--- config.mk ---
export PLATFORM = sky130hd
export DESIGN_NAME = enhanced_capture_unit
export DESIGN_NICKNAME = d
export VERILOG_FILES = /design/src/ecap_pkg.sv /design/src/capture_prescaler.sv /design/src/enhanced_capture_unit.sv
export SDC_FILE = /design/constraint.sdc
export NUM_CORES = 1
export LEC_CHECK = 0
export ABC_AREA = 1
export BUFFER_PORTS_ARGS = -buffer_cell sky130_fd_sc_hd__buf_4
export CAP_MARGIN = 5
export CORE_MARGIN = 5
export CORE_UTILIZATION = 45
export CTS_BUF_LIST = sky130_fd_sc_hd__clkbuf_16
export DETAILED_ROUTE_END_ITERATION = 8
export PLACE_DENSITY = 0.71
export SLEW_MARGIN = 20
export SYNTH_ARGS = -nofsm -noshare
export SYNTH_HDL_FRONTEND = slang
export SYNTH_SLANG_ARGS = --single-unit
--- constraint.sdc ---
create_clock -name clock_i -period 2 [get_ports clock_i]
set_clock_uncertainty 0.05 [all_clocks]
set_input_delay 0.2 -clock clock_i [delete_from_list [all_inputs] [get_ports clock_i]]
set_output_delay 0.2 -clock clock_i [all_outputs]
set_load 0.05 [all_outputs]
--- src/ecap_pkg.sv ---
/*
  Package for the capture/compare/PWM mode control block: register
  offsets, reset values, mode and steering encodings, carrier types and
  mode decode functions. Assumes an 8-bit register port and one clock.
*/
package ecap_pkg;

  // ---------------------------------------------------------------
  // Register port
  // ---------------------------------------------------------------
  localparam int unsigned DATA_W = 8;
  localparam int unsigned ADDR_W = 3;

  localparam logic [2:0] CTRL_ADDR       = 3'h0;
  localparam logic [2:0] CAP_LOW_ADDR    = 3'h1;
  localparam logic [2:0] CAP_HIGH_ADDR   = 3'h2;
  localparam logic [2:0] IRQ_FLAGS_ADDR  = 3'h3;
  localparam logic [2:0] IRQ_ENABLE_ADDR = 3'h4;

  localparam logic [7:0]  CTRL_RESET   = 8'h00;
  localparam logic [15:0] CAP_RESET    = 16'h0000;
  localparam logic        FLAG_RESET   = 1'b0;
  localparam logic        ENABLE_RESET = 1'b0;
  localparam logic [7:0]  READ_ZERO    = 8'h00;

  // Position of the module bit in the shared flag and enable registers
  localparam int unsigned MODULE_IRQ_BIT = 5;

  // ---------------------------------------------------------------
  // Mode select encodings
  // ---------------------------------------------------------------
  localparam logic [3:0] MODE_OFF         = 4'h0;
  localparam logic [3:0] MODE_CMP_TOGGLE  = 4'h2;
  localparam logic [3:0] MODE_CAP_FALL    = 4'h4;
  localparam logic [3:0] MODE_CAP_RISE    = 4'h5;
  localparam logic [3:0] MODE_CAP_RISE4   = 4'h6;
  localparam logic [3:0] MODE_CAP_RISE16  = 4'h7;
  localparam logic [3:0] MODE_CMP_SET     = 4'h8;
  localparam logic [3:0] MODE_CMP_CLEAR   = 4'h9;
  localparam logic [3:0] MODE_CMP_SOFT    = 4'ha;
  localparam logic [3:0] MODE_CMP_SPECIAL = 4'hb;
  localparam logic [1:0] MODE_GROUP_PWM   = 2'h3;
  localparam logic [1:0] MODE_GROUP_CAP   = 2'h1;

  localparam logic [1:0] STEER_SINGLE = 2'h0;
  localparam logic [1:0] STEER_FWD    = 2'h1;
  localparam logic [1:0] STEER_HALF   = 2'h2;
  localparam logic [1:0] STEER_REV    = 2'h3;

  localparam int unsigned PRESC_W = 4;
  localparam logic [3:0]  PRESC_ZERO = 4'h0;
  localparam logic [3:0]  PRESC_ONE  = 4'h1;
  localparam logic [1:0]  PRESC_LAST4  = 2'h3;
  localparam logic [3:0]  PRESC_LAST16 = 4'hf;

  // ---------------------------------------------------------------
  // Carrier types
  // ---------------------------------------------------------------
  typedef struct packed {
    logic [1:0] steer;
    logic [1:0] duty;
    logic [3:0] mode;
  } control_t;

  // Index 0 is output A (the capture/compare pin) up to 3 for output D
  typedef struct packed {
    logic [3:0] level;
    logic [3:0] drive_n;
  } pin_drive_t;

  localparam pin_drive_t PINS_IDLE = '{level: 4'h0, drive_n: 4'hf};

  typedef enum logic [1:0] {
    SE_IDLE = 2'b00,
    SE_WAIT = 2'b01
  } special_state_t;

  // ---------------------------------------------------------------
  // Mode decode
  // ---------------------------------------------------------------
  function automatic logic is_capture(input logic [3:0] mode);
    return mode[3:2] == MODE_GROUP_CAP;
  endfunction

  function automatic logic is_pwm(input logic [3:0] mode);
    return mode[3:2] == MODE_GROUP_PWM;
  endfunction

  function automatic logic is_compare(input logic [3:0] mode);
    return mode == MODE_CMP_TOGGLE || mode[3:2] == 2'h2;
  endfunction

  // Compare modes that take over the capture/compare pin
  function automatic logic drives_pin(input logic [3:0] mode);
    return mode == MODE_CMP_TOGGLE || mode == MODE_CMP_SET ||
           mode == MODE_CMP_CLEAR;
  endfunction

endpackage

--- src/capture_prescaler.sv ---
/*
  Capture edge prescaler: turns synchronised pin edges into capture
  events for the four capture modes. Assumes edge pulses on clock_i.
*/
`timescale 1ns/1ps

module capture_prescaler
  import ecap_pkg::*;
(
  input  wire logic       clock_i,
  input  wire logic       reset_n_i,
  input  wire logic       ce_i,
  input  wire logic [3:0] mode_i,
  input  wire logic       rise_i,
  input  wire logic       fall_i,
  output logic            fire_o
);

  logic [PRESC_W-1:0] count_r;
  logic [PRESC_W-1:0] count_nxt;

  // Only the mode group clears the count, so switching between capture
  // settings keeps it and may fire early.
  assign count_nxt = !is_capture(mode_i) ? PRESC_ZERO :
                     rise_i ? count_r + PRESC_ONE : count_r;

  assign fire_o = (mode_i == MODE_CAP_FALL)   ? fall_i :
                  (mode_i == MODE_CAP_RISE)   ? rise_i :
                  (mode_i == MODE_CAP_RISE4)  ?
                    rise_i && count_r[1:0] == PRESC_LAST4 :
                  (mode_i == MODE_CAP_RISE16) ?
                    rise_i && count_r == PRESC_LAST16 : 1'b0;

  always_ff @(posedge clock_i or negedge reset_n_i) begin
    if (!reset_n_i) begin
      count_r <= PRESC_ZERO;
    end else if (ce_i) begin
      count_r <= count_nxt;
    end
  end
endmodule // capture_prescaler

--- src/enhanced_capture_unit.sv ---
/*
  Mode control and capture part of a capture/compare/PWM unit: control,
  capture pair and interrupt flag registers, capture path, compare pin
  latch, special event trigger and PWM output steering. Assumes the
  timer one count, its tick and the PWM waveform come from logic on
  clock_i; only the capture pin is asynchronous.
*/
`timescale 1ns/1ps

module enhanced_capture_unit
  import ecap_pkg::*;
(
  input  wire logic              clock_i,
  input  wire logic              reset_n_i,
  input  wire logic              ce_i,
  input  wire logic [2:0]        addr_i,
  input  wire logic [7:0]        wdata_i,
  input  wire logic              wr_i,
  input  wire logic              rd_i,
  output logic      [7:0]        rdata_o,
  input  wire logic              capture_pin_i,
  input  wire logic [15:0]       timer_one_count_i,
  input  wire logic              timer_one_tick_i,
  input  wire logic              adc_enabled_i,
  input  wire logic              pwm_primary_i,
  input  wire logic              pwm_complement_i,
  output ecap_pkg::pin_drive_t   pins_o,
  output logic      [9:0]        duty_value_o,
  output logic                   timer_two_base_o,
  output logic                   module_irq_flag_o,
  output logic                   module_irq_enable_o,
  output logic                   special_event_o,
  output logic                   adc_start_o,
  output logic                   timer_one_reset_o
);

  // ---------------------------------------------------------------
  // Register decode
  // ---------------------------------------------------------------
  control_t       ctrl_r;
  logic [15:0]    cap_r;
  logic [15:0]    cap_nxt;
  logic           flag_r;
  logic           flag_nxt;
  logic           enable_r;
  logic [7:0]     rdata_r;
  logic [7:0]     rdata_nxt;
  logic           cmp_latch_r;
  logic           cmp_latch_nxt;
  logic           match_seen_r;
  special_state_t se_state_r;
  special_state_t se_state_nxt;
  pin_drive_t     pins_r;
  pin_drive_t     pins_nxt;
  logic [9:0]     duty_r;
  logic           pin_meta_r;
  logic           pin_sync_r;
  logic           pin_prev_r;

  wire wr_ctrl    = wr_i && addr_i == CTRL_ADDR;
  wire wr_cap_lo  = wr_i && addr_i == CAP_LOW_ADDR;
  wire wr_cap_hi  = wr_i && addr_i == CAP_HIGH_ADDR;
  wire wr_flags   = wr_i && addr_i == IRQ_FLAGS_ADDR;
  wire wr_enable  = wr_i && addr_i == IRQ_ENABLE_ADDR;
  wire ctrl_clear = wr_ctrl && wdata_i[3:0] == MODE_OFF;

  wire [3:0] mode    = ctrl_r.mode;
  wire       ac_low  = mode[1];
  wire       bd_low  = mode[0];
  wire       cap_sel = is_capture(mode);
  wire       special = mode == MODE_CMP_SPECIAL;

  // ---------------------------------------------------------------
  // Capture path
  // ---------------------------------------------------------------
  // The pin is read back from the pad, so a port write that moves an
  // output-configured pin shows up here as an ordinary edge.
  wire pin_rise = pin_sync_r && !pin_prev_r;
  wire pin_fall = !pin_sync_r && pin_prev_r;
  logic cap_fire;

  capture_prescaler u_prescaler (
    .clock_i   (clock_i),
    .reset_n_i (reset_n_i),
    .ce_i      (ce_i),
    .mode_i    (mode),
    .rise_i    (pin_rise),
    .fall_i    (pin_fall),
    .fire_o    (cap_fire)
  );

  // Capture beats a software write to the pair in the same cycle
  always_comb begin
    cap_nxt = cap_r;
    if (wr_cap_lo) begin
      cap_nxt[7:0] = wdata_i;
    end
    if (wr_cap_hi) begin
      cap_nxt[15:8] = wdata_i;
    end
    if (cap_fire && cap_sel) begin
      cap_nxt = timer_one_count_i;
    end
  end

  // ---------------------------------------------------------------
  // Compare path
  // ---------------------------------------------------------------
  // Matching on the whole pair, one event per match episode; the count
  // stays equal for a full timer period at slow timer clocks.
  wire cmp_match   = is_compare(mode) &&
                     timer_one_count_i == cap_r;
  wire match_event = cmp_match && !match_seen_r;

  always_comb begin
    cmp_latch_nxt = cmp_latch_r;
    if (ctrl_clear || mode == MODE_OFF) begin
      cmp_latch_nxt = 1'b0;
    end else if (match_event) begin
      case (mode)
        MODE_CMP_TOGGLE: cmp_latch_nxt = !cmp_latch_r;
        MODE_CMP_SET:    cmp_latch_nxt = 1'b1;
        MODE_CMP_CLEAR:  cmp_latch_nxt = 1'b0;
        default:         cmp_latch_nxt = cmp_latch_r;
      endcase
    end
  end

  // Set wins over a software clear arriving in the same cycle
  wire flag_set = (cap_fire && cap_sel) || match_event;
  assign flag_nxt = flag_set ||
                    (wr_flags ? wdata_i[MODULE_IRQ_BIT] : flag_r);

  // ---------------------------------------------------------------
  // Special event trigger
  // ---------------------------------------------------------------
  // Pulses are gated by the enable so a frozen match cannot stretch them
  assign special_event_o   = ce_i && match_event && special;
  assign adc_start_o       = special_event_o && adc_enabled_i;
  assign timer_one_reset_o = ce_i && se_state_r == SE_WAIT && special &&
                             cmp_match && timer_one_tick_i;

  always_comb begin
    se_state_nxt = se_state_r;
    case (se_state_r)
      SE_IDLE: begin
        if (special_event_o) begin
          se_state_nxt = SE_WAIT;
        end
      end
      SE_WAIT: begin
        // A moved compare value cancels the pending timer reset
        if (!cmp_match || !special || timer_one_tick_i) begin
          se_state_nxt = SE_IDLE;
        end
      end
      default: se_state_nxt = SE_IDLE;
    endcase
    if (ctrl_clear) begin
      se_state_nxt = SE_IDLE;
    end
  end

  // ---------------------------------------------------------------
  // Output steering
  // ---------------------------------------------------------------
  wire mod_a = pwm_primary_i ^ ac_low;
  wire mod_b = pwm_primary_i ^ bd_low;
  wire mod_d = pwm_primary_i ^ bd_low;
  wire cmp_b = pwm_complement_i ^ bd_low;

  always_comb begin
    pins_nxt = PINS_IDLE;
    if (!is_pwm(mode)) begin
      if (drives_pin(mode)) begin
        pins_nxt.drive_n[0] = 1'b0;
        pins_nxt.level[0]   = cmp_latch_r;
      end
    end else begin
      case (ctrl_r.steer)
        STEER_SINGLE: begin
          pins_nxt.drive_n = 4'he;
          pins_nxt.level   = {3'h0, mod_a};
        end
        STEER_FWD: begin
          pins_nxt.drive_n = 4'h0;
          pins_nxt.level   = {mod_d, ac_low, bd_low, !ac_low};
        end
        STEER_HALF: begin
          pins_nxt.drive_n = 4'hc;
          pins_nxt.level   = {2'h0, cmp_b, mod_a};
        end
        STEER_REV: begin
          pins_nxt.drive_n = 4'h0;
          pins_nxt.level   = {bd_low, !ac_low, mod_b, ac_low};
        end
        default: pins_nxt = PINS_IDLE;
      endcase
    end
  end

  // ---------------------------------------------------------------
  // Read path
  // ---------------------------------------------------------------
  always_comb begin
    rdata_nxt = READ_ZERO;
    if (rd_i) begin
      case (addr_i)
        CTRL_ADDR:       rdata_nxt = ctrl_r;
        CAP_LOW_ADDR:    rdata_nxt = cap_r[7:0];
        CAP_HIGH_ADDR:   rdata_nxt = cap_r[15:8];
        IRQ_FLAGS_ADDR:  rdata_nxt[MODULE_IRQ_BIT] = flag_r;
        IRQ_ENABLE_ADDR: rdata_nxt[MODULE_IRQ_BIT] = enable_r;
        default:         rdata_nxt = READ_ZERO;
      endcase
    end
  end

  // ---------------------------------------------------------------
  // State
  // ---------------------------------------------------------------
  always_ff @(posedge clock_i or negedge reset_n_i) begin
    if (!reset_n_i) begin
      pin_meta_r <= 1'b0;
      pin_sync_r <= 1'b0;
      pin_prev_r <= 1'b0;
    end else if (ce_i) begin
      pin_meta_r <= capture_pin_i;
      pin_sync_r <= pin_meta_r;
      pin_prev_r <= pin_sync_r;
    end
  end

  always_ff @(posedge clock_i or negedge reset_n_i) begin
    if (!reset_n_i) begin
      ctrl_r       <= CTRL_RESET;
      cap_r        <= CAP_RESET;
      flag_r       <= FLAG_RESET;
      enable_r     <= ENABLE_RESET;
      rdata_r      <= READ_ZERO;
      cmp_latch_r  <= 1'b0;
      match_seen_r <= 1'b0;
      se_state_r   <= SE_IDLE;
    end else if (ce_i) begin
      if (wr_ctrl) begin
        ctrl_r <= wdata_i;
      end
      if (wr_enable) begin
        enable_r <= wdata_i[MODULE_IRQ_BIT];
      end
      cap_r        <= cap_nxt;
      flag_r       <= flag_nxt;
      rdata_r      <= rdata_nxt;
      cmp_latch_r  <= cmp_latch_nxt;
      match_seen_r <= cmp_match;
      se_state_r   <= se_state_nxt;
    end
  end

  always_ff @(posedge clock_i or negedge reset_n_i) begin
    if (!reset_n_i) begin
      pins_r <= PINS_IDLE;
      duty_r <= 10'h000;
    end else if (ce_i) begin
      pins_r <= pins_nxt;
      duty_r <= is_pwm(mode) ? {cap_r[7:0], ctrl_r.duty} : 10'h000;
    end
  end

  assign rdata_o             = rdata_r;
  assign pins_o              = pins_r;
  assign duty_value_o        = duty_r;
  assign timer_two_base_o    = is_pwm(mode);
  assign module_irq_flag_o   = flag_r;
  assign module_irq_enable_o = enable_r;
endmodule // enhanced_capture_unit

After elaboration in Yosys (flattened, before gate mapping)

Cells that the tools add are included.

Word-level logic and storage cells: 127
Register bits: 63
Output and inout port bits: 32
Input port bits: 37

Reductions and logical operators: 51
Eq/ne operators: 25
Muxes and demuxes: 29
$add $sub $neg: 1
Bitwise operators: 3

Operators with widths:

| operator           | number |
|---|---|
| $pmux 8 s4         | 1 |
| $mux 8             | 3 |
| $logic_and 1x1->1  | 20 |
| $eq 16x16->1       | 1 |
| $eq 4x3->1 const B | 4 |
| $eq 4x4->1 const B | 4 |
| $mux 16            | 1 |
| $pmux 5 s3         | 1 |
| $mux 1             | 11 |
| $eq 2x2->1 const B | 5 |
| $mux 10            | 1 |
| $reduce_and 2->1   | 5 |
| $logic_not 4->1    | 2 |
| $logic_or 1x1->1   | 8 |
| $mux 4             | 2 |
| $logic_not 1->1    | 7 |
| $eq 2x1->1 const B | 3 |
| $eq 3x2->1 const B | 2 |
| $mux 2             | 3 |
| $mux 3             | 2 |
| $pmux 2 s3         | 1 |
| $reduce_and 3->1   | 2 |
| $reduce_bool 2->1  | 3 |
| $pmux 1 s5         | 1 |
| other kinds (13)   | 16 |

Logic depth before layout (Yosys ltp)

Depth after elaboration: 10
Gate-level depth with buffers: 12
Mapped depth without buffers: 12

Cells and area by module

Synthesis repeated with hierarchy kept, for this count alone.

Cell total of the unflattened synthesis: 481
Area, all modules: 3,464.6 um2

By module, submodules not included:

| module                | seq. area each (um2) | instances | cells an instance | area an instance (um2) |
|---|---|---|---|---|
| enhanced_capture_unit | 1,430.1              | 1         | 444               | 3,205.6 |
| capture_prescaler     | 100.1                | 1         | 37                | 259.0 |

Least setup slack after synthesis

OpenSTA, ideal clock, no wires.

Path type: flip-flop to output port
Start point: reg ctrl_r, in the netlist mode[0]
End point: out adc_start_o
Setup slack: -0.050 ns
Arrival: 1.800 ns
Data required time: 1.750 ns
Cell stages (with the launch flop): 9
Path through: dfrtp_1 buf_6 inv_2 nand3_1 nand2_1 nand4_1 nor2_2 nand3_2 nor3b_2

Longest elaborated chain between the ends: 7

RTL lines:

| item                   | RTL line                     | RTL |
|---|---|---|
| start, declared        | enhanced_capture_unit.sv:40  | `control_t ctrl_r;` |
| start signal, assigned | enhanced_capture_unit.sv:246 | `ctrl_r <= wdata_i;` |
| $eq 4x2->1             | ecap_pkg.sv:90               | `return mode == MODE_CMP_TOGGLE \|\| mode[3:2] == 2'h2;` |
| $logic_or 1x1->1       | ecap_pkg.sv:90               |  |
| $logic_and 1x1->1      | enhanced_capture_unit.sv:111 | `wire cmp_match = is_compare(mode) &&` |
| $logic_and 1x1->1      | enhanced_capture_unit.sv:113 | `wire match_event = cmp_match && !match_seen_r;` |
| $logic_and 1x1->1      | enhanced_capture_unit.sv:138 | `assign special_event_o = ce_i && match_event && special;` |
| $logic_and 1x1->1 *    | enhanced_capture_unit.sv:138 |  |
| $logic_and 1x1->1 *    | enhanced_capture_unit.sv:139 | `assign adc_start_o = special_event_o && adc_enabled_i;` |
| end, declared          | enhanced_capture_unit.sv:33  | `output logic adc_start_o,` |

Mark *: on every way between the ends. The rest lies on a longest branch, timed or not.

Worst setup path in the final report

Start point: reg ctrl_r, in the netlist mode[2]
End point: out special_event_o

Longest elaborated chain between the ends: 6

RTL lines:

| item                                     | RTL line                     | RTL |
|---|---|---|
| $eq 4x2->1 or $eq 2x2->1 (tied branches) | ecap_pkg.sv:90               |  |
| $logic_or 1x1->1                         | ecap_pkg.sv:90               |  |
| $logic_and 1x1->1                        | enhanced_capture_unit.sv:111 |  |
| $logic_and 1x1->1                        | enhanced_capture_unit.sv:113 |  |
| $logic_and 1x1->1                        | enhanced_capture_unit.sv:138 |  |
| $logic_and 1x1->1 *                      | enhanced_capture_unit.sv:138 |  |
| end, declared                            | enhanced_capture_unit.sv:32  | `output logic special_event_o,` |

Marked as above.

==> flow_summary.yaml <==
status:
  status: "complete, but fails checks"
  violations: "negative setup slack"
cts:
  cts_tree: "yes"
  clkTransAtPathRegs_ns: 0.05
  cts_sinks: 61
  htree_levels: 3
  cts.path.max_buffers: 2
  cts-root-buf: "clkbuf_16"
  numCtsBuffers: 9
  clock_latency_ns: 0.33
finish:
  finish.utilization_pct: 60.2
  drive_gt1_share_pct: 30.7
  final_cells: 676
  seq_area_um2: 1530
  synthToLayoutAreaGrowth_pct: 30.2
  nets: 607
  n_antenna_cell: 0
  multi_input_area_um2: 1750
  fillers: 721
drt:
  route.detailed.drc: 0
  viasPerCell: 5.27
  dr.pass1.iters: 6
  routed_wl_mm: 10.6
  first_iter_violations: 276
  final_antenna_net_count: 0
  routedWlPerCell_um: 15.6
  dr_total_vias: 3560
job:
  cap_viol_max_count: 0
sta:
  fmax_mhz: 455
  hold_violations: 0
  finalCriticalPeriod_ns: 2.20
  tightest_slew_ns: 0.798
  rsz0062_at_grt: "true"
  layout_setup_ws_ns: -0.196
  maxSlewHeadroom_pct: 46.8
  maxSlewViolCount: 0
  fin_crit_sh_pct: 110
  setup_viol: 3
  hold_ws_ns: 0.0352
synth:
  ys_ff_latch: 61
  avgSynthCellArea_um2: 7.57
  synthCells: 475
  synth_most_common_cell: "nand2_1"
  synth_area_leaders: "dfrtp_1, nand2_1, inv_1"
  yosysTopAreaCellShare_pct: 40.4
  synth-edff-count: 0
  synth_ff_type: "dfrtp_1"
  async_flop_share_pct: 100
  yosys.area.top_type: "dfrtp_1"
  ys_types: 45
  yosys-top-cells-count: "nand2_1, dfrtp_1, inv_1, nor2_1, o21ai_0"
  yosys_warnings: 0
  syn_area_um2: 3590
  yosysSeqAreaShare_pct: 42.6
  synth_nets: 513
placed_design:
  finalWeightedCongestion: 0.910
  portBuffers: 68
  dp_hpwl_mm: 7.67
  place_inst: 642
  place_ws_ns: 0.0563
pwr:
  power.leakage_uw: 0.00234
  power_density_nw_per_um2: 1240
  vdd_drop_max_v: 0.000625
die:
  initial_core_util_pct: 46.3
  placement_rows: 32
  core_area_um2: 7770
  die_area_um2: 9870
  die_w_um: 99.4
  io_pins: 69
  die_h_um: 99.4
global_routing:
  antenna_found_initial: 0
  gr-total-overflow: 0
  grt_pass1_vias: 3536
  grt_pass1_wl_mm: 17.1
  grt_max_degree: 62
  grt_use_total_pct: 21.8
worst_setup_path:
  criticalPathCategory: "reg -> out"
  crit_required_ns: 1.75
  ff2ff_path_depth: 9
  rr_endpoint: "cap_r[0]$_DFFE_PN0P_"
  arrival_ns: 1.95
  regToRegSetupSlack_ns: 0.25
  cp_max_fo: 3
  r2r-start: "mode[0]$_DFFE_PN0P_"
  cp-end-kind: "primary output"
  worstSetupStartpointType: "flop"
min_path:
  hold_path_class: "in -> reg"
  hold_start: "capture_pin_i"
  worstHoldPathCells: 3
  hold_end: "pin_meta_r$_DFFE_PN0P_"
## sequential cells by signal, summed over array words and instances (netlist names), 4 cells and up
name	count
pins_o	7
rdata_o	8
cap_r	16
ctrl_r	4
u_prescaler.count_r	4
duty_value_o	10
mode	4
## kinds of logic (layout without fill, tap and decap cells)
group,after synthesis,in the layout,synth area share (%)
buffers and inverters,77,176,10.3
and+or+nand+nor,230,230,27.3
adders and majority gates,1,1,0.348
DFF,61,61,42.6
AOI/OAI and AO/OA,101,101,18.3
xor gates and xnor gates,5,5,1.22
## cells in the final DEF, fill, tap and decap left out, drive strengths merged, types with 3 or more instances in the layout
cell / instances
nand2: 155
dfstp: 3
clkbuf: 9
inv: 64
nand4: 6
nor2: 43
clkinv: 4
a21oi: 21
o21ai: 62
nand3: 20
dfrtp: 58
o22ai: 8
xnor2: 3
buf: 96
nor3: 3
## worst max path at each step
stage / from / endpoint / slack, ns / cells after the start
global placement: mode[0]$_DFFE_PN0P_ / adc_start_o / 0.18 / 8
finish: mode[2]$_DFFE_PN0P_ / special_event_o / -0.20 / 9
CTS: mode[2]$_DFFE_PN0P_ / adc_start_o / -0.17 / 8
global route: mode[3]$_DFFE_PN0P_ / adc_start_o / -0.26 / 8
floorplan: mode[0]$_DFFE_PN0P_ / adc_start_o / -0.05 / 8
detailed placement: mode[1]$_DFFE_PN0P_ / adc_start_o / 0.06 / 7
## repair_timing
item | 4_1_cts | 5_1_grt
endpoints found under the hold margin | 58 | 0
hold buffers | 1 | 0
buffers inserted | 16 | 1
gates resized for setup | 23 | 6
setup endpoints to repair | 3 | 3
pin swaps | 10 | 4
## stage by stage
step,setup TNS (ns),cell area (um^2),power [uW]
2_1_floorplan,-0.131,3590,3360
3_3_place_gp,0,4180,4010
3_5_place_dp,0,4180,4060
4_1_cts,-0.378,4640,5750
5_1_grt,-0.705,4680,6100
6_report,-0.540,4680,5780
## where the power goes
group / switching (uW) / internal [uW] / leakage (uW) / total, uW
Combinational: 1550 / 875 / 0.00143 / 2430
Clock: 553 / 945 / 0.000141 / 1500
Sequential: 261 / 1590 / 0.000766 / 1850
Total: 2370 / 3410 / 0.00234 / 5780
## layer usage
metal | GRT usage, % | share of wire, % | vias up
met5 | 0 | 0 | -
met4 | 6.20 | 1.9 | 0
met3 | 5.75 | 8.0 | 23
met2 | 35.2 | 47 | 143
met1 | 28.8 | 43 | 1673
li1 | - | - | 1721
## critical path: stages, from the launching register on
cell     delay [ns]
dfrtp_1        0.40
nor2_2         0.15
nand3_2        0.11
nand2_2        0.09
nand4_1        0.15
nor2_4         0.19
nand3_4        0.11
buf_6          0.14
nor2_2         0.09
buf_6          0.17
## layout make-up
cell class	instances	area share, %
inverters	63	5.11
well taps	102	2.73
flip-flops and latches	61	32.8
multi-input cells	337	37.4
clock inverters	7	1.26
repair buffers	97	15.9
clock buffers	9	4.81
No activity file was read; power rests on OpenSTA's default activity.
